===== src/logic/crs_consts.vh =====
// Offsets, field positions, reset values, codes and counts of the register set
`ifndef CRS_CONSTS_VH
`define CRS_CONSTS_VH

// Avalon-MM byte addresses, one aligned 32-bit word each
`define CRS_ADDR_ACC 6'h00
`define CRS_ADDR_INDEX 6'h04
`define CRS_ADDR_SP 6'h08
`define CRS_ADDR_PC 6'h0c
`define CRS_ADDR_FLAGS 6'h10
`define CRS_ADDR_OPER 6'h14
`define CRS_ADDR_CMD 6'h18
`define CRS_ADDR_STATUS 6'h1c
`define CRS_ADDR_CTRL 6'h20
`define CRS_ADDR_EA 6'h24

// Condition flag bit positions
`define CRS_BIT_V 7
`define CRS_BIT_ONE6 6
`define CRS_BIT_ONE5 5
`define CRS_BIT_H 4
`define CRS_BIT_I 3
`define CRS_BIT_N 2
`define CRS_BIT_Z 1
`define CRS_BIT_C 0

// Status and control bit positions
`define CRS_ST_BUSY 0
`define CRS_ST_WAIT 1
`define CRS_ST_STOP 2
`define CRS_ST_BRK 3
`define CRS_CTRL_BRK_EN 0

// Reset values and vectors
`define CRS_SP_RST 16'h00ff
`define CRS_SP_LOW_RST 8'hff
`define CRS_VEC_RESET 16'hfffe
`define CRS_VEC_SWI 16'hfffc
`define CRS_VEC_SWI_MON 16'hfefc
`define CRS_VEC_IRQ0 16'hfffa

// Oscillator stabilisation delay after stop, in bus clock cycles
`define CRS_OSC_STAB_CYC 13'h1000

// Command codes written to the command register
`define CRS_OP_NOP 5'h00
`define CRS_OP_ADD 5'h01
`define CRS_OP_ADC 5'h02
`define CRS_OP_SUB 5'h03
`define CRS_OP_SBC 5'h04
`define CRS_OP_AND 5'h05
`define CRS_OP_ORA 5'h06
`define CRS_OP_EOR 5'h07
`define CRS_OP_LDA 5'h08
`define CRS_OP_LSL 5'h09
`define CRS_OP_LSR 5'h0a
`define CRS_OP_ROL 5'h0b
`define CRS_OP_ROR 5'h0c
`define CRS_OP_DAA 5'h0d
`define CRS_OP_PSHA 5'h0e
`define CRS_OP_PULA 5'h0f
`define CRS_OP_PUSH_INDEX_HIGH 5'h10
`define CRS_OP_PULL_INDEX_HIGH 5'h11
`define CRS_OP_RSP 5'h12
`define CRS_OP_CLI 5'h13
`define CRS_OP_SEI 5'h14
`define CRS_OP_SWI 5'h15
`define CRS_OP_RTI 5'h16
`define CRS_OP_WAIT 5'h17
`define CRS_OP_STOP 5'h18
`define CRS_OP_JMP 5'h19
`define CRS_OP_FETCH 5'h1a
`define CRS_OP_BLT 5'h1b
`define CRS_OP_BGE 5'h1c
`define CRS_OP_LDHX 5'h1d
`define CRS_OP_EASP 5'h1e
`define CRS_OP_EAIX 5'h1f

`endif


===== src/logic/crs_regset.v =====
// CPU register set with flags, stack sequencer, low-power and break entry
`timescale 1ns/1ps
`default_nettype none
`include "crs_consts.vh"

module crs_regset #(
   parameter [12:0] OSC_STAB_CYC = `CRS_OSC_STAB_CYC
) (
   input wire clock,
   input wire srst,
   input wire [5:0] avs_address,
   input wire avs_read,
   input wire avs_write,
   input wire [31:0] avs_writedata,
   output reg [31:0] avs_readdata,
   output wire avs_waitrequest,
   output reg [15:0] mem_addr,
   output reg [7:0] mem_wdata,
   output reg mem_wr,
   output reg mem_rd,
   input wire [7:0] mem_rdata,
   input wire [3:0] irq_req,
   input wire break_req,
   input wire monitor_mode,
   output wire cpu_clk_run
);

   localparam [2:0] S_IDLE = 3'h0;
   localparam [2:0] S_PUSH = 3'h1;
   localparam [2:0] S_PULL = 3'h2;
   localparam [2:0] S_VEC = 3'h3;
   localparam [2:0] S_WAIT = 3'h4;
   localparam [2:0] S_STOP = 3'h5;
   localparam [2:0] S_STAB = 3'h6;

   localparam [2:0] K_ENTRY = 3'h0;
   localparam [2:0] K_RTI = 3'h1;
   localparam [2:0] K_PSHA = 3'h2;
   localparam [2:0] K_PULA = 3'h3;
   localparam [2:0] K_PUSH_INDEX_HIGH = 3'h4;
   localparam [2:0] K_PULL_INDEX_HIGH = 3'h5;
   localparam [2:0] K_RESET = 3'h6;

   localparam [12:0] STAB_LOAD = OSC_STAB_CYC - 13'h0001;

   reg [7:0] acc_r;
   reg [7:0] idx_hi_r;
   reg [7:0] idx_lo_r;
   reg [15:0] sp_r;
   reg [15:0] pc_r;
   reg v_r, h_r, i_r, n_r, z_r, c_r;
   reg [15:0] oper_r;
   reg [15:0] ea_r;
   reg brk_en_r;
   reg brk_act_r;
   reg [2:0] state_r;
   reg [2:0] kind_r;
   reg [2:0] step_r;
   reg [15:0] vec_r;
   reg [12:0] stab_r;
   reg rd_done_r;
   reg [5:0] sync1_r;
   reg [5:0] sync2_r;

   wire [3:0] irq_s = sync2_r[3:0];
   wire brk_s = sync2_r[4];
   wire mon_s = sync2_r[5];
   wire [7:0] flags = {v_r, 1'b1, 1'b1, h_r, i_r, n_r, z_r, c_r};
   wire [4:0] cmd = avs_writedata[4:0];
   wire take_brk = brk_en_r & brk_s & ~brk_act_r;
   wire take_irq = ~i_r & (|irq_s);
   wire wr_ok = (state_r == S_IDLE) & ~take_brk & ~take_irq;
   wire [15:0] brk_vec = mon_s ? `CRS_VEC_SWI_MON : `CRS_VEC_SWI;
   wire [2:0] pull_last = (kind_r == K_RTI) ? 3'h6 : 3'h2;
   wire [2:0] pull_cnt = (kind_r == K_RTI) ? 3'h5 : 3'h1;
   wire [2:0] cap_idx = step_r - 3'h2;
   wire [15:0] rel16 = {{8{oper_r[7]}}, oper_r[7:0]};

   assign avs_waitrequest = (avs_write & ~wr_ok) | (avs_read & ~rd_done_r);
   assign cpu_clk_run = (state_r != S_WAIT) & (state_r != S_STOP) &
                        (state_r != S_STAB);

   // Lower request number is the higher priority
   reg [1:0] irq_idx;
   integer k;
   always @* begin
      irq_idx = 2'h0;
      for (k = 3; k >= 0; k = k - 1) begin
         if (irq_s[k]) begin
            irq_idx = k[1:0];
         end
      end
   end
   wire [15:0] irq_vec = `CRS_VEC_IRQ0 - {13'h0000, irq_idx, 1'b0};

   // Arithmetic and logic on the accumulator and the operand low byte
   reg [7:0] alu_res;
   reg alu_v, alu_h, alu_c, alu_hit;
   reg [8:0] sum9;
   reg [4:0] nib5;
   reg cin;
   reg [7:0] adj;
   wire [7:0] bop = oper_r[7:0];
   always @* begin
      alu_res = acc_r;
      alu_v = v_r;
      alu_h = h_r;
      alu_c = c_r;
      alu_hit = 1'b1;
      sum9 = 9'h000;
      nib5 = 5'h00;
      adj = 8'h00;
      cin = ((cmd == `CRS_OP_ADC) | (cmd == `CRS_OP_SBC)) & c_r;
      case (cmd)
         `CRS_OP_ADD, `CRS_OP_ADC: begin
            sum9 = {1'b0, acc_r} + {1'b0, bop} + {8'h00, cin};
            nib5 = {1'b0, acc_r[3:0]} + {1'b0, bop[3:0]} + {4'h0, cin};
            alu_res = sum9[7:0];
            alu_c = sum9[8];
            alu_h = nib5[4];
            alu_v = (acc_r[7] & bop[7] & ~sum9[7]) |
                    (~acc_r[7] & ~bop[7] & sum9[7]);
         end
         `CRS_OP_SUB, `CRS_OP_SBC: begin
            sum9 = {1'b0, acc_r} - {1'b0, bop} - {8'h00, cin};
            alu_res = sum9[7:0];
            alu_c = sum9[8];
            alu_v = (acc_r[7] & ~bop[7] & ~sum9[7]) |
                    (~acc_r[7] & bop[7] & sum9[7]);
         end
         `CRS_OP_AND: begin
            alu_res = acc_r & bop;
            alu_v = 1'b0;
         end
         `CRS_OP_ORA: begin
            alu_res = acc_r | bop;
            alu_v = 1'b0;
         end
         `CRS_OP_EOR: begin
            alu_res = acc_r ^ bop;
            alu_v = 1'b0;
         end
         `CRS_OP_LDA: begin
            alu_res = bop;
            alu_v = 1'b0;
         end
         `CRS_OP_LSL: begin
            alu_res = {acc_r[6:0], 1'b0};
            alu_c = acc_r[7];
            alu_v = acc_r[6] ^ acc_r[7];
         end
         `CRS_OP_LSR: begin
            alu_res = {1'b0, acc_r[7:1]};
            alu_c = acc_r[0];
            alu_v = acc_r[0];
         end
         `CRS_OP_ROL: begin
            alu_res = {acc_r[6:0], c_r};
            alu_c = acc_r[7];
            alu_v = acc_r[6] ^ acc_r[7];
         end
         `CRS_OP_ROR: begin
            alu_res = {c_r, acc_r[7:1]};
            alu_c = acc_r[0];
            alu_v = c_r ^ acc_r[0];
         end
         `CRS_OP_DAA: begin
            // Correction picked from half-carry and carry
            adj = {((c_r | (acc_r > 8'h99)) ? 4'h6 : 4'h0),
                   ((h_r | (acc_r[3:0] > 4'h9)) ? 4'h6 : 4'h0)};
            alu_res = acc_r + adj;
            alu_c = c_r | (acc_r > 8'h99);
         end
         default: begin
            alu_hit = 1'b0;
         end
      endcase
   end

   // Byte sent to the stack on each push step
   reg [7:0] push_byte;
   always @* begin
      push_byte = acc_r;
      case (kind_r)
         K_ENTRY: begin
            // Index high byte is deliberately not stacked
            case (step_r)
               3'h0: push_byte = pc_r[7:0];
               3'h1: push_byte = pc_r[15:8];
               3'h2: push_byte = idx_lo_r;
               3'h3: push_byte = acc_r;
               default: push_byte = flags;
            endcase
         end
         K_PUSH_INDEX_HIGH: push_byte = idx_hi_r;
         default: push_byte = acc_r;
      endcase
   end

   // Registered bus read data, one wait cycle per read
   reg [31:0] rd_mux;
   always @* begin
      case (avs_address)
         `CRS_ADDR_ACC: rd_mux = {24'h000000, acc_r};
         `CRS_ADDR_INDEX: rd_mux = {16'h0000, idx_hi_r, idx_lo_r};
         `CRS_ADDR_SP: rd_mux = {16'h0000, sp_r};
         `CRS_ADDR_PC: rd_mux = {16'h0000, pc_r};
         `CRS_ADDR_FLAGS: rd_mux = {24'h000000, flags};
         `CRS_ADDR_OPER: rd_mux = {16'h0000, oper_r};
         `CRS_ADDR_STATUS: rd_mux = {24'h000000, irq_s, brk_act_r,
                                     state_r == S_STOP || state_r == S_STAB,
                                     state_r == S_WAIT,
                                     state_r != S_IDLE};
         `CRS_ADDR_CTRL: rd_mux = {31'h00000000, brk_en_r};
         `CRS_ADDR_EA: rd_mux = {16'h0000, ea_r};
         default: rd_mux = 32'h00000000;
      endcase
   end

   always @(posedge clock) begin
      sync1_r <= {monitor_mode, break_req, irq_req};
      sync2_r <= sync1_r;
   end

   task start_entry;
      input [15:0] vec;
      begin
         state_r <= S_PUSH;
         kind_r <= K_ENTRY;
         step_r <= 3'h0;
         vec_r <= vec;
      end
   endtask

   task start_seq;
      input [2:0] st;
      input [2:0] kind;
      begin
         state_r <= st;
         kind_r <= kind;
         step_r <= 3'h0;
      end
   endtask

   always @(posedge clock) begin
      if (srst) begin
         acc_r <= 8'h00;
         idx_hi_r <= 8'h00;
         idx_lo_r <= 8'h00;
         sp_r <= `CRS_SP_RST;
         pc_r <= 16'h0000;
         {v_r, h_r, n_r, z_r, c_r} <= 5'h00;
         i_r <= 1'b1;
         oper_r <= 16'h0000;
         ea_r <= 16'h0000;
         brk_en_r <= 1'b0;
         brk_act_r <= 1'b0;
         state_r <= S_VEC;
         kind_r <= K_RESET;
         step_r <= 3'h0;
         vec_r <= `CRS_VEC_RESET;
         stab_r <= 13'h0000;
         rd_done_r <= 1'b0;
         avs_readdata <= 32'h00000000;
         mem_addr <= 16'h0000;
         mem_wdata <= 8'h00;
         mem_wr <= 1'b0;
         mem_rd <= 1'b0;
      end else begin
         mem_wr <= 1'b0;
         mem_rd <= 1'b0;
         rd_done_r <= avs_read & ~rd_done_r;
         if (avs_read & ~rd_done_r) begin
            avs_readdata <= rd_mux;
         end
         case (state_r)
            S_IDLE: begin
               if (take_brk) begin
                  brk_act_r <= 1'b1;
                  start_entry(brk_vec);
               end else if (take_irq) begin
                  start_entry(irq_vec);
               end else if (avs_write) begin
                  case (avs_address)
                     `CRS_ADDR_ACC: acc_r <= avs_writedata[7:0];
                     `CRS_ADDR_INDEX: begin
                        idx_hi_r <= avs_writedata[15:8];
                        idx_lo_r <= avs_writedata[7:0];
                     end
                     `CRS_ADDR_SP: sp_r <= avs_writedata[15:0];
                     `CRS_ADDR_PC: pc_r <= avs_writedata[15:0];
                     `CRS_ADDR_FLAGS: begin
                        v_r <= avs_writedata[`CRS_BIT_V];
                        h_r <= avs_writedata[`CRS_BIT_H];
                        n_r <= avs_writedata[`CRS_BIT_N];
                        z_r <= avs_writedata[`CRS_BIT_Z];
                        c_r <= avs_writedata[`CRS_BIT_C];
                        // A plain write may set the mask, never clear it
                        i_r <= i_r | avs_writedata[`CRS_BIT_I];
                     end
                     `CRS_ADDR_OPER: oper_r <= avs_writedata[15:0];
                     `CRS_ADDR_CTRL: brk_en_r <= avs_writedata[`CRS_CTRL_BRK_EN];
                     `CRS_ADDR_CMD: begin
                        if (alu_hit) begin
                           acc_r <= alu_res;
                           v_r <= alu_v;
                           h_r <= alu_h;
                           c_r <= alu_c;
                           n_r <= alu_res[7];
                           z_r <= (alu_res == 8'h00);
                        end
                        case (cmd)
                           `CRS_OP_PSHA: start_seq(S_PUSH, K_PSHA);
                           `CRS_OP_PULA: start_seq(S_PULL, K_PULA);
                           `CRS_OP_PUSH_INDEX_HIGH: start_seq(S_PUSH, K_PUSH_INDEX_HIGH);
                           `CRS_OP_PULL_INDEX_HIGH: start_seq(S_PULL, K_PULL_INDEX_HIGH);
                           `CRS_OP_RSP: sp_r[7:0] <= `CRS_SP_LOW_RST;
                           `CRS_OP_CLI: i_r <= 1'b0;
                           `CRS_OP_SEI: i_r <= 1'b1;
                           `CRS_OP_SWI: start_entry(`CRS_VEC_SWI);
                           `CRS_OP_RTI: start_seq(S_PULL, K_RTI);
                           `CRS_OP_WAIT: begin
                              i_r <= 1'b0;
                              state_r <= S_WAIT;
                           end
                           `CRS_OP_STOP: begin
                              i_r <= 1'b0;
                              state_r <= S_STOP;
                           end
                           `CRS_OP_JMP: pc_r <= oper_r;
                           `CRS_OP_FETCH: pc_r <= pc_r + 16'h0001;
                           `CRS_OP_BLT: begin
                              if (n_r ^ v_r) begin
                                 pc_r <= pc_r + rel16;
                              end
                           end
                           `CRS_OP_BGE: begin
                              if (~(n_r ^ v_r)) begin
                                 pc_r <= pc_r + rel16;
                              end
                           end
                           `CRS_OP_LDHX: begin
                              idx_hi_r <= oper_r[15:8];
                              idx_lo_r <= oper_r[7:0];
                           end
                           `CRS_OP_EASP: ea_r <= sp_r + oper_r;
                           `CRS_OP_EAIX: ea_r <= {idx_hi_r, idx_lo_r} + oper_r;
                           default: ea_r <= ea_r;
                        endcase
                     end
                     default: ea_r <= ea_r;
                  endcase
               end
            end
            S_PUSH: begin
               // Write at the stack pointer, then move it down
               mem_wr <= 1'b1;
               mem_addr <= sp_r;
               mem_wdata <= push_byte;
               sp_r <= sp_r - 16'h0001;
               step_r <= step_r + 3'h1;
               if (kind_r != K_ENTRY) begin
                  state_r <= S_IDLE;
               end else if (step_r == 3'h4) begin
                  // Mask goes up after stacking, before the vector fetch
                  i_r <= 1'b1;
                  state_r <= S_VEC;
                  step_r <= 3'h0;
               end
            end
            S_VEC: begin
               // Memory answers in the cycle after the read strobe
               step_r <= step_r + 3'h1;
               if (step_r == 3'h0) begin
                  mem_rd <= 1'b1;
                  mem_addr <= vec_r;
               end
               if (step_r == 3'h1) begin
                  mem_rd <= 1'b1;
                  mem_addr <= vec_r + 16'h0001;
               end
               if (step_r == 3'h2) begin
                  pc_r[15:8] <= mem_rdata;
               end
               if (step_r == 3'h3) begin
                  pc_r[7:0] <= mem_rdata;
                  state_r <= S_IDLE;
               end
            end
            S_PULL: begin
               step_r <= step_r + 3'h1;
               if (step_r < pull_cnt) begin
                  mem_rd <= 1'b1;
                  mem_addr <= sp_r + 16'h0001;
                  sp_r <= sp_r + 16'h0001;
               end
               if (step_r >= 3'h2) begin
                  if (kind_r == K_RTI) begin
                     case (cap_idx)
                        3'h0: begin
                           v_r <= mem_rdata[`CRS_BIT_V];
                           h_r <= mem_rdata[`CRS_BIT_H];
                           i_r <= mem_rdata[`CRS_BIT_I];
                           n_r <= mem_rdata[`CRS_BIT_N];
                           z_r <= mem_rdata[`CRS_BIT_Z];
                           c_r <= mem_rdata[`CRS_BIT_C];
                        end
                        3'h1: acc_r <= mem_rdata;
                        3'h2: idx_lo_r <= mem_rdata;
                        3'h3: pc_r[15:8] <= mem_rdata;
                        default: pc_r[7:0] <= mem_rdata;
                     endcase
                  end else if (kind_r == K_PULL_INDEX_HIGH) begin
                     idx_hi_r <= mem_rdata;
                  end else begin
                     acc_r <= mem_rdata;
                  end
               end
               if (step_r == pull_last) begin
                  state_r <= S_IDLE;
                  if ((kind_r == K_RTI) & ~brk_s) begin
                     brk_act_r <= 1'b0;
                  end
               end
            end
            S_WAIT: begin
               // Stacked flags hold the clear mask, so return resumes clear
               if (|irq_s) begin
                  start_entry(irq_vec);
               end
            end
            S_STOP: begin
               if (|irq_s) begin
                  state_r <= S_STAB;
                  stab_r <= STAB_LOAD;
               end
            end
            S_STAB: begin
               // A request withdrawn during the delay resumes without entry
               stab_r <= stab_r - 13'h0001;
               if (stab_r == 13'h0000) begin
                  if (|irq_s) begin
                     start_entry(irq_vec);
                  end else begin
                     state_r <= S_IDLE;
                  end
               end
            end
            default: state_r <= S_IDLE;
         endcase
      end
   end

endmodule // crs_regset
`default_nettype wire


===== config.mk =====
export PLATFORM = sky130hd
export DESIGN_NAME = crs_regset
export DESIGN_NICKNAME = d
export VERILOG_FILES = /design/src/logic/crs_regset.v
export VERILOG_INCLUDE_DIRS = /design/src /design/src/logic
export SDC_FILE = /design/constraint.sdc
export NUM_CORES = 1
export LEC_CHECK = 0
export BUFFER_PORTS_ARGS = -buffer_cell sky130_fd_sc_hd__buf_2
export CAP_MARGIN = 20
export CORE_MARGIN = 5
export CORE_UTILIZATION = 55
export CTS_CLUSTER_SIZE = 30
export DETAILED_ROUTE_END_ITERATION = 8
export MAX_ROUTING_LAYER = met4
export PLACE_DENSITY = 0.86
export SYNTH_ARGS = -nofsm -noshare
export SYNTH_HDL_FRONTEND = slang
export SYNTH_SLANG_ARGS = --single-unit

===== constraint.sdc =====
create_clock -name clock -period 4.6 [get_ports clock]
set_input_delay 0.23 -clock clock [delete_from_list [all_inputs] [get_ports clock]]
set_output_delay 0.23 -clock clock [all_outputs]
set_load 0.01 [all_outputs]

# == Yosys cells after proc, flatten, opt, wreduce, memory -nomap -nowiden ==
# Index checks and enable logic that the tools add are counted.
# op_classes
add_sub_neg,18
n_lt_le_gt_ge,4
eq_ne,108
muxes,178
bitwise,43
reduce_logical,53
# ops
cell,count
2-to-1 mux 16 bit,20
2-to-1 mux 8 bit,28
case mux 16 bit (3 select lines),4
case mux 16 bit (9 select lines),1
case mux 8 bit (2 select lines),8
2-to-1 mux 3 bit,30
case mux 8 bit (11 select lines),1
"equality test 5 bit, second input constant",16
case mux 16 bit (2 select lines),2
case mux 16 bit (4 select lines),1
2-to-1 mux 1 bit,53
"adder 16 x 1 -> 16 bit, second input constant",3
adder 16 bit,3
AND reduction 9 bit,5
"equality test 5 x 4 -> 1 bit, second input constant",8
"inequality test 2 bit, second input constant",16
case mux 8 bit (4 select lines),1
AND reduction 10 bit,3
case mux 1 bit (2 select lines),14
case mux 13 bit (2 select lines),1
AND reduction 5 bit,5
"equality test 6 x 5 -> 1 bit, second input constant",4
AND reduction 12 bit,2
"inequality test 3 bit, second input constant",7
other kinds (73),168
# totals
ff_bits,205
input_bits,56
output_inout_bits,60
word_cells,434

# == Logic depth before layout (Yosys ltp) ==
# Gate-level depths: netlist of run 1.
# logic_depth
ltp_word,14
ltp_mapped,18
depth_no_buf,15

# == Worst setup path before layout of run 1 ==
# No wires, ideal clock.
# synth_path
path_kind,input to register
startpoint,input port avs_writedata[2]
endpoint,register ea_r[14]
setup_ps,128
arrival_ps,3344
required_ps,4472
path_slack_ps,1129
stages,16
n_path_buf,3
path_cell_list,buf_2 > buf_2 > and2_1 > nand2_1 > nor2_1 > clkbuf_1 > mux2_2 > ha_1 > a21o_1 > a21oi_1 > o21bai_1 > a41o_1 > a211oi_1 > xnor2_1 > mux2i_1 > nor2_1
# synth_via
elab_chain_len,3
elab_cells_between_ends,5
classes_between,eq/ne (2); mux (1); reduce/logical (2)
# synth_rtl
element,line_no,text
"start, declared",crs_regset.v:14,"input wire [31:0] avs_writedata,"
equality test 5 bit,crs_regset.v:312,case (cmd)
nonzero test 2 bit (no source line),-,
AND reduction 6 bit (no source line),-,
"end signal, assigned",crs_regset.v:346,`CRS_OP_EASP: ea_r <= sp_r + oper_r;
"end signal, assigned",crs_regset.v:347,"`CRS_OP_EAIX: ea_r <= {idx_hi_r, idx_lo_r} + oper_r;"
"end signal, assigned",crs_regset.v:348,default: ea_r <= ea_r;
"end, declared",crs_regset.v:53,reg [15:0] ea_r;
# Several ways; a longest one is shown, not always the timed one.
# A chain may end at the register's enable or synchronous reset.

# == Worst setup path after layout of run 1 ==
# layout_path
startpoint,register c_r
endpoint,register n_r
# layout_via
elab_chain_len,10
elab_cells_between_ends,13
classes_between,add/sub (3); mux (8); bitwise (2)
# layout_rtl
element,line_no,text
"start, declared",crs_regset.v:51,"reg v_r, h_r, i_r, n_r, z_r, c_r;"
"start signal, assigned",crs_regset.v:297,c_r <= avs_writedata[`CRS_BIT_C];
"start signal, assigned",crs_regset.v:308,c_r <= alu_c;
"start signal, assigned",crs_regset.v:406,c_r <= mem_rdata[`CRS_BIT_C];
bitwise OR 1 bit,crs_regset.v:169,"adj = {((c_r | (acc_r > 8'h99)) ? 4'h6 : 4'h0),"
2-to-1 mux 3 bit,crs_regset.v:169,
adder 8 x 7 -> 8 bit,crs_regset.v:171,alu_res = acc_r + adj;
case mux 8 bit (11 select lines) *,crs_regset.v:114,case (cmd)
2-to-1 mux 1 bit *,crs_regset.v:304,if (alu_hit) begin
case mux 1 bit (2 select lines) *,crs_regset.v:284,case (avs_address)
2-to-1 mux 1 bit *,crs_regset.v:283,end else if (avs_write) begin
2-to-1 mux 1 bit *,crs_regset.v:281,end else if (take_irq) begin
2-to-1 mux 1 bit *,crs_regset.v:278,if (take_brk) begin
case mux 1 bit (2 select lines) *,crs_regset.v:276,case (state_r)
"end signal, assigned",crs_regset.v:295,n_r <= avs_writedata[`CRS_BIT_N];
"end signal, assigned",crs_regset.v:309,n_r <= alu_res[7];
"end signal, assigned",crs_regset.v:404,n_r <= mem_rdata[`CRS_BIT_N];
"end, declared",crs_regset.v:51,
# Mark *: on every way between the ends. The rest lies on a longest branch, timed or not. The select of a mux whose other input is x is not followed.

==> results of run 1 <==
cell usage after synthesis, types with 26 or more instances:
library cell | n | area, um2
nor3_1 | 43 | 215.2
a21oi_1 | 175 | 875.8
buf_2 | 26 | 130.1
a22oi_1 | 28 | 210.2
a31oi_1 | 26 | 162.7
o211ai_1 | 41 | 307.8
ha_1 | 78 | 975.9
nand3_1 | 29 | 145.1
inv_1 | 60 | 225.2
mux2i_1 | 49 | 490.5
o21ai_0 | 108 | 540.5
clkbuf_1 | 93 | 349.1
nor2_1 | 199 | 747.0
a211oi_1 | 35 | 262.8
nand2_1 | 260 | 975.9
dfxtp_1 | 177 | 3543
xnor2_1 | 42 | 367.9
cell type report:
type | count | area (um2) | share of cell area
Inverter | 60 | 225.2 | 0.01496
Sequential cell | 177 | 3543 | 0.2353
Tap cell | 330 | 412.9 | 0.02742
Timing Repair Buffer | 125 | 752.0 | 0.04994
Clock buffer | 19 | 452.9 | 0.03008
Multi-Input combinational cell | 1509 | 9532 | 0.6330
Clock inverter | 13 | 140.1 | 0.009306
state kept, by name, summed over array words and instances, names as in the netlist, 3 cells and up:
name	count
sync2_r	6
acc_r	8
mem_wdata	8
vec_r	4
idx_lo_r	8
kind_r	3
sync1_r	6
idx_hi_r	8
step_r	3
stab_r	13
avs_readdata	16
oper_r	16
sp_r	16
mem_addr	16
state_r	3
pc_r	16
ea_r	16
cells by family after synthesis:
logic type / count (synthesis) / synth area share
AO/OA/AOI/OAI: 606 / 0.2891
XOR/XNOR: 67 / 0.04213
adder cells (fa/ha/maj): 85 / 0.08013
buffers and inverters: 216 / 0.06674
flip-flops: 177 / 0.2544
multiplexers: 61 / 0.04492
other: 1 / 0.0002692
AND/OR/NAND/NOR: 674 / 0.2223
stage by stage:
stage	setup WS, ns	power (mW)	area, um2
6_report	0.7850	6.827	15060
5_1_grt	0.6930	7.158	15060
4_1_cts	0.9343	6.700	15050
3_5_place_dp	0.5615	5.225	14390
3_3_place_gp	0.6355	5.156	14390
2_1_floorplan	1.129	4.298	13980
placed cells by master (no fill, tap or decap), types with 11 or more instances in the layout:
cell / count
a222oi_1: 19
ha_1: 78
nand3_1: 29
dfxtp_1: 177
nand2_1: 260
inv_1: 60
and3_1: 12
o21ai_0: 108
buf_4: 36
clkbuf_16: 17
a221oi_1: 12
nand4_1: 11
nand2b_1: 23
a21oi_1: 175
nor3_1: 43
nor2_1: 196
conb_1: 16
mux2_2: 12
a21o_1: 14
xor2_1: 25
buf_2: 82
a211o_1: 11
a211oi_1: 35
and2_1: 12
nor2b_1: 16
nor4_1: 11
o211ai_1: 41
mux2i_1: 49
xnor2_1: 42
a31oi_1: 26
a22oi_1: 28
a311oi_1: 12
critical path, stage by stage, from the launching register on:
cell,delay (ns)
dfxtp_1,0.56
nand3_1,0.18
inv_1,0.11
fa_1,0.43
inv_1,0.10
ha_1,0.14
o21ai_0,0.14
a211oi_1,0.48
nor4b_1,0.12
nor3_1,0.46
o2111ai_1,0.15
a22oi_1,0.50
a21o_1,0.21
a311oi_1,0.08
power by group:
| part | switching [mW] | internal (mW) | leakage [nW] |
|---|---|---|---|
| registers | 0.486 | 1.78 | 1.44 |
| logic | 1.98 | 1.10 | 4.01 |
| clock network | 0.730 | 0.753 | 0.293 |
per-layer routing:
metal | wire length, um | vias to the layer above | share of wire | global-route usage
met5 | 0 | - | 0 | -
met4 | 3146 | 0 | 0.059 | 0.1789
met3 | 6142 | 219 | 0.12 | 0.05427
met2 | 22990 | 1053 | 0.43 | 0.5477
met1 | 20660 | 7059 | 0.39 | 0.4852
li1 | - | 6839 | - | -
worst max-delay path by stage:
stage	from	endpoint	slack [ns]	depth (start not counted)
after detailed placement	avs_writedata[2]	pc_r[10]$_SDFFE_PP0P_	0.56	15
final	c_r$_SDFFE_PP0P_	n_r$_SDFFE_PP0P_	0.79	13
after floorplan	avs_writedata[2]	ea_r[14]$_SDFFE_PP0P_	1.13	16
after global routing	acc_r[1]$_SDFFE_PP0P_	z_r$_SDFFE_PP0P_	0.69	12
after global placement	avs_writedata[2]	pc_r[10]$_SDFFE_PP0P_	0.64	15
after CTS	c_r$_SDFFE_PP0P_	acc_r[7]$_SDFFE_PP0P_	0.93	13
==> results_dict.tcl, run 1 <==
set metrics [dict create \
    hp-class "primary input to register" \
    diodes 0 \
    dp.cells 2194 \
    wire_per_inst_um 23.71 \
    overflow 0 \
    area_growth_pct 8.112 \
    max_freq_mhz 262.1 \
    required_ns 4.89 \
    grt_pass1_vias 13970 \
    slew_headroom 0.2345 \
    worst-r2r-setup-slack_ns 0.79 \
    grt_usage 0.3659 \
    final_util 0.6014 \
    path_clk_slew_ns 0.08 \
    core_mm2 0.02504 \
    fp.dieH_um 169.1 \
    final_cells 2233 \
    status "finished clean" \
    yosysWarnings 0 \
    period_share 0.8293 \
    rr_worst_depth 13 \
    async_flop_share 0 \
    viasPerCell 6.794 \
    r2r_start "c_r$_SDFFE_PP0P_" \
    seq_area_frac_synth 0.2544 \
    grt_max_degree 80 \
    path_max_fanout 7 \
    vdd_ir_drop_max_v 0.0003304 \
    synth.distinct_cells 88 \
    fillers 2302 \
    vias 15170 \
    holdBufCountCts 6 \
    cp.arrival_ns 4.11 \
    initialDrtViolationCount 2180 \
    antenna_left 0 \
    cts_buffers 17 \
    clockRootBuffer "clkbuf_16" \
    io_pins 116 \
    cp-start-kind "register" \
    synth_flop_cell "dfxtp_1" \
    endpoint_kind "register" \
    cts_resized 0 \
    setup_tns_ns 0 \
    cts_max_path_buffers 2 \
    fp.dieW_um 169.1 \
    timing.hold.ws_ns 0.03175 \
    finalHoldViolCount 0 \
    power-per-cell-area_mw_per_mm2 453.4 \
    dieArea_mm2 0.02861 \
    min_from "avs_writedata[6]" \
    dpl.hpwl_um 39320 \
    routed_wl_um 52940 \
    hold-path-endpoint "oper_r[6]$_SDFFE_PP0P_" \
    finalSetupViolCount 0 \
    fin_nets 2031 \
    rows 58 \
    syn_area_per_cell_um2 7.381 \
    rsz0062_at_grt "false" \
    holdPathStages 3 \
    io_buffers 83 \
    gp_congestion 1.038 \
    ys_seq_elements 177 \
    slew_viol_final 0 \
    tightestPinTransition_ns 1.146 \
    critical_path_class "register to register" \
    timing.rr.end "n_r$_SDFFE_PP0P_" \
    grt_first_pass_wirelength_um 80300 \
    leakagePower_nw 5.749 \
    cts_tree "built" \
    synthCells 1887 \
    cts_num_sinks 177 \
    antenna_found_initial 0 \
    post_cts_buffers 0 \
    maxCapViolCount 0 \
    clkLatencyLatePin_ns 0.45 \
    start_util 0.5563 \
    first_pass_iters 7 \
    cts-htree-levels 4 \
    synth_edf_count 0 \
    fin_skew_ns 0.01542 \
    syn_area_mm2 0.01393 \
    drive_above_1_share 0.1046 \
    post-route-min-period_ns 3.815 \
    drc 0 \
]
No activity file was read; power rests on OpenSTA's default activity.
==> run 2: changes to the inputs <==
==> constraint.sdc (replaced) <==
create_clock -name clock -period 3.8 [get_ports clock]
set_input_delay 0.19 -clock clock [delete_from_list [all_inputs] [get_ports clock]]
set_output_delay 0.19 -clock clock [all_outputs]
set_load 0.01 [all_outputs]
==> run 2 against run 1 <==
Net effect:
- cell count rose by 1.8%
- register-to-register slack got worse by 0.57 ns
- cell area rose by 1.9%
- sequential share of layout area fell by 0.43 points
- clock skew barely moved
- clock-buffer cell count did not move
- setup slack got worse by 0.57 ns
- total power rose by 22%
- clock power rose by 19%
==> results_dict.tcl, run 2 (same netlist as run 1, synthesis figures left out) <==
set metrics [dict create \
    status "finished clean" \
    cp-start-kind "register" \
    fin_nets 2071 \
    cts_max_path_buffers 2 \
    cts-htree-levels 4 \
    required_ns 4.19 \
    seqCellArea_mm2 0.003543 \
    maxCapViolCount 0 \
    swShare 0.4668 \
    area_growth_pct 10.12 \
    cts_num_sinks 177 \
    endpoint_kind "register" \
    finalSetupViolCount 0 \
    clkLatencyLatePin_ns 0.44 \
    setup_tns_ns 0 \
    r2r_start "acc_r[2]$_SDFFE_PP0P_" \
    fillers 2336 \
    cts_buffers 17 \
    tightestPinTransition_ns 1.101 \
    finalWorstSetupSlack_ns 0.2124 \
    stdcell_area_mm2 0.01534 \
    overflow 0 \
    critical_path_class "register to register" \
    fp.dieH_um 169.1 \
    slew_viol_final 0 \
    grt_usage 0.3756 \
    path_clk_slew_ns 0.08 \
    gp_congestion 1.021 \
    cp.arrival_ns 3.98 \
    multi_input_area_mm2 0.009527 \
    min_from "avs_writedata[7]" \
    core_mm2 0.02504 \
    post-route-min-period_ns 3.588 \
    grt_pass1_vias 14260 \
    fin_skew_ns 0.01560 \
    worst-r2r-setup-slack_ns 0.21 \
    vdd_ir_drop_max_v 0.0003381 \
    viasPerCell 6.809 \
    clock_power_share 0.211 \
    finalHoldViolCount 0 \
    power.switching_mw 3.897 \
    antenna_found_initial 0 \
    final_common_cell "nand2_1" \
    rows 58 \
    diodes 0 \
    vias 15480 \
    slew_headroom 0.2632 \
    grt_first_pass_wirelength_um 82620 \
    pre_cts_ws_ns 0.2257 \
    holdPathStages 3 \
    final_cells 2273 \
    io_buffers 83 \
    intPower_mw 4.451 \
    place_area_mm2 0.01470 \
    hp-class "primary input to register" \
    fp.dieW_um 169.1 \
    dp.cells 2234 \
    cts_tree "built" \
    initialDrtViolationCount 2462 \
    start_util 0.5563 \
    clockRootBuffer "clkbuf_16" \
    rr_worst_depth 11 \
    dieArea_mm2 0.02861 \
    max_freq_mhz 278.7 \
    dpl.hpwl_um 40690 \
    timing.rr.end "z_r$_SDFFE_PP0P_" \
    routed_wl_um 54140 \
    first_pass_iters 7 \
    grt_max_degree 87 \
    rsz0062_at_grt "false" \
    period_share 0.9441 \
    io_pins 116 \
    drc 0 \
    power-per-cell-area_mw_per_mm2 544.3 \
    leakagePower_nw 5.931 \
    post_cts_buffers 0 \
    drive_above_1_share 0.1220 \
    antenna_left 0 \
    hold-path-endpoint "oper_r[7]$_SDFFE_PP0P_" \
    path_max_fanout 11 \
    final_cell_mix "nand2_1 (260), nor2_1 (196), dfxtp_1 (177), a21oi_1 (175), o21ai_0 (108)" \
    wire_per_inst_um 23.82 \
    p_comb_frac 0.469 \
    p_seq_frac 0.320 \
]
-- run 2: changes by cell type in the layout (fill, tap and decap cells not counted), moves of 2 or more --
cell        previous run  this run
clkinvlp_4             0         3
clkinv_8               3         0
buf_4                 36        75
clkinv_4               3         1
inv_6                  3         5
-- run 2: layout make-up --
cell class              count  area share
well taps                 330     0.02692
clock buffers              19     0.02953
multi-input cells        1509      0.6211
clock inverters            13    0.007423
flip-flops and latches    177      0.2310
inverters                  60     0.01468
repair buffers            165     0.06934
-- run 2: routing by layer --
metal | vias to the layer above | routed length, um | GRT usage
li1 | 6915 | - | -
met1 | 7228 | 21240 | 0.4947
met2 | 1099 | 23610 | 0.5681
met3 | 235 | 5991 | 0.05963
met4 | 0 | 3302 | 0.1729
met5 | - | 0 | -
-- run 2: timing repair --
| item | 4_1_cts | 5_1_grt |
|---|---|---|
| hold buffers | 7 | 0 |
| hold endpoints to repair | 7 | 0 |
| gates resized for setup | 0 | 1 |
| endpoints found under the setup margin | 0 | 1 |
-- run 2: stage by stage --
step	power, mW	utilization	hold slack [ns]
after global placement	6.342	0.5872	0.2942
after floorplan	5.203	-	0.2177
after detailed placement	6.419	0.5872	0.2965
final	8.348	0.6126	0.04207
after global routing	8.749	0.6126	0.03433
after CTS	8.172	0.6126	0.03395
-- run 2: power by group through the flow --
stage	Clock, mW	Combinational, mW	Sequential, mW
6_report	1.76	3.92	2.67
5_1_grt	1.85	4.22	2.68
4_1_cts	1.76	3.78	2.63
3_5_place_dp	0	3.74	2.67
3_3_place_gp	0	3.67	2.67
2_1_floorplan	0	2.76	2.44
-- run 2: critical path, stage by stage, from the launching register on --
cell and delay (ns):
dfxtp_1 0.70, nor2_1 0.12, o21bai_1 0.23, ha_1 0.24
fa_1 0.42, a222oi_1 0.28, o2111ai_1 0.16, a2111oi_1 0.60
buf_4 0.24, nand4_1 0.08, nor4_1 0.26, a31o_2 0.20
-- run 2: worst max-delay path by stage --
stage | end | from | depth (start not counted) | slack (ns)
5_1_grt | z_r$_SDFFE_PP0P_ | acc_r[2]$_SDFFE_PP0P_ | 11 | 0.15
6_report | z_r$_SDFFE_PP0P_ | acc_r[2]$_SDFFE_PP0P_ | 11 | 0.21
2_1_floorplan | ea_r[14]$_SDFFE_PP0P_ | avs_writedata[2] | 16 | 0.37
3_5_place_dp | n_r$_SDFFE_PP0P_ | avs_writedata[1] | 17 | 0.23
3_3_place_gp | n_r$_SDFFE_PP0P_ | avs_writedata[1] | 17 | 0.26
4_1_cts | z_r$_SDFFE_PP0P_ | acc_r[2]$_SDFFE_PP0P_ | 11 | 0.26
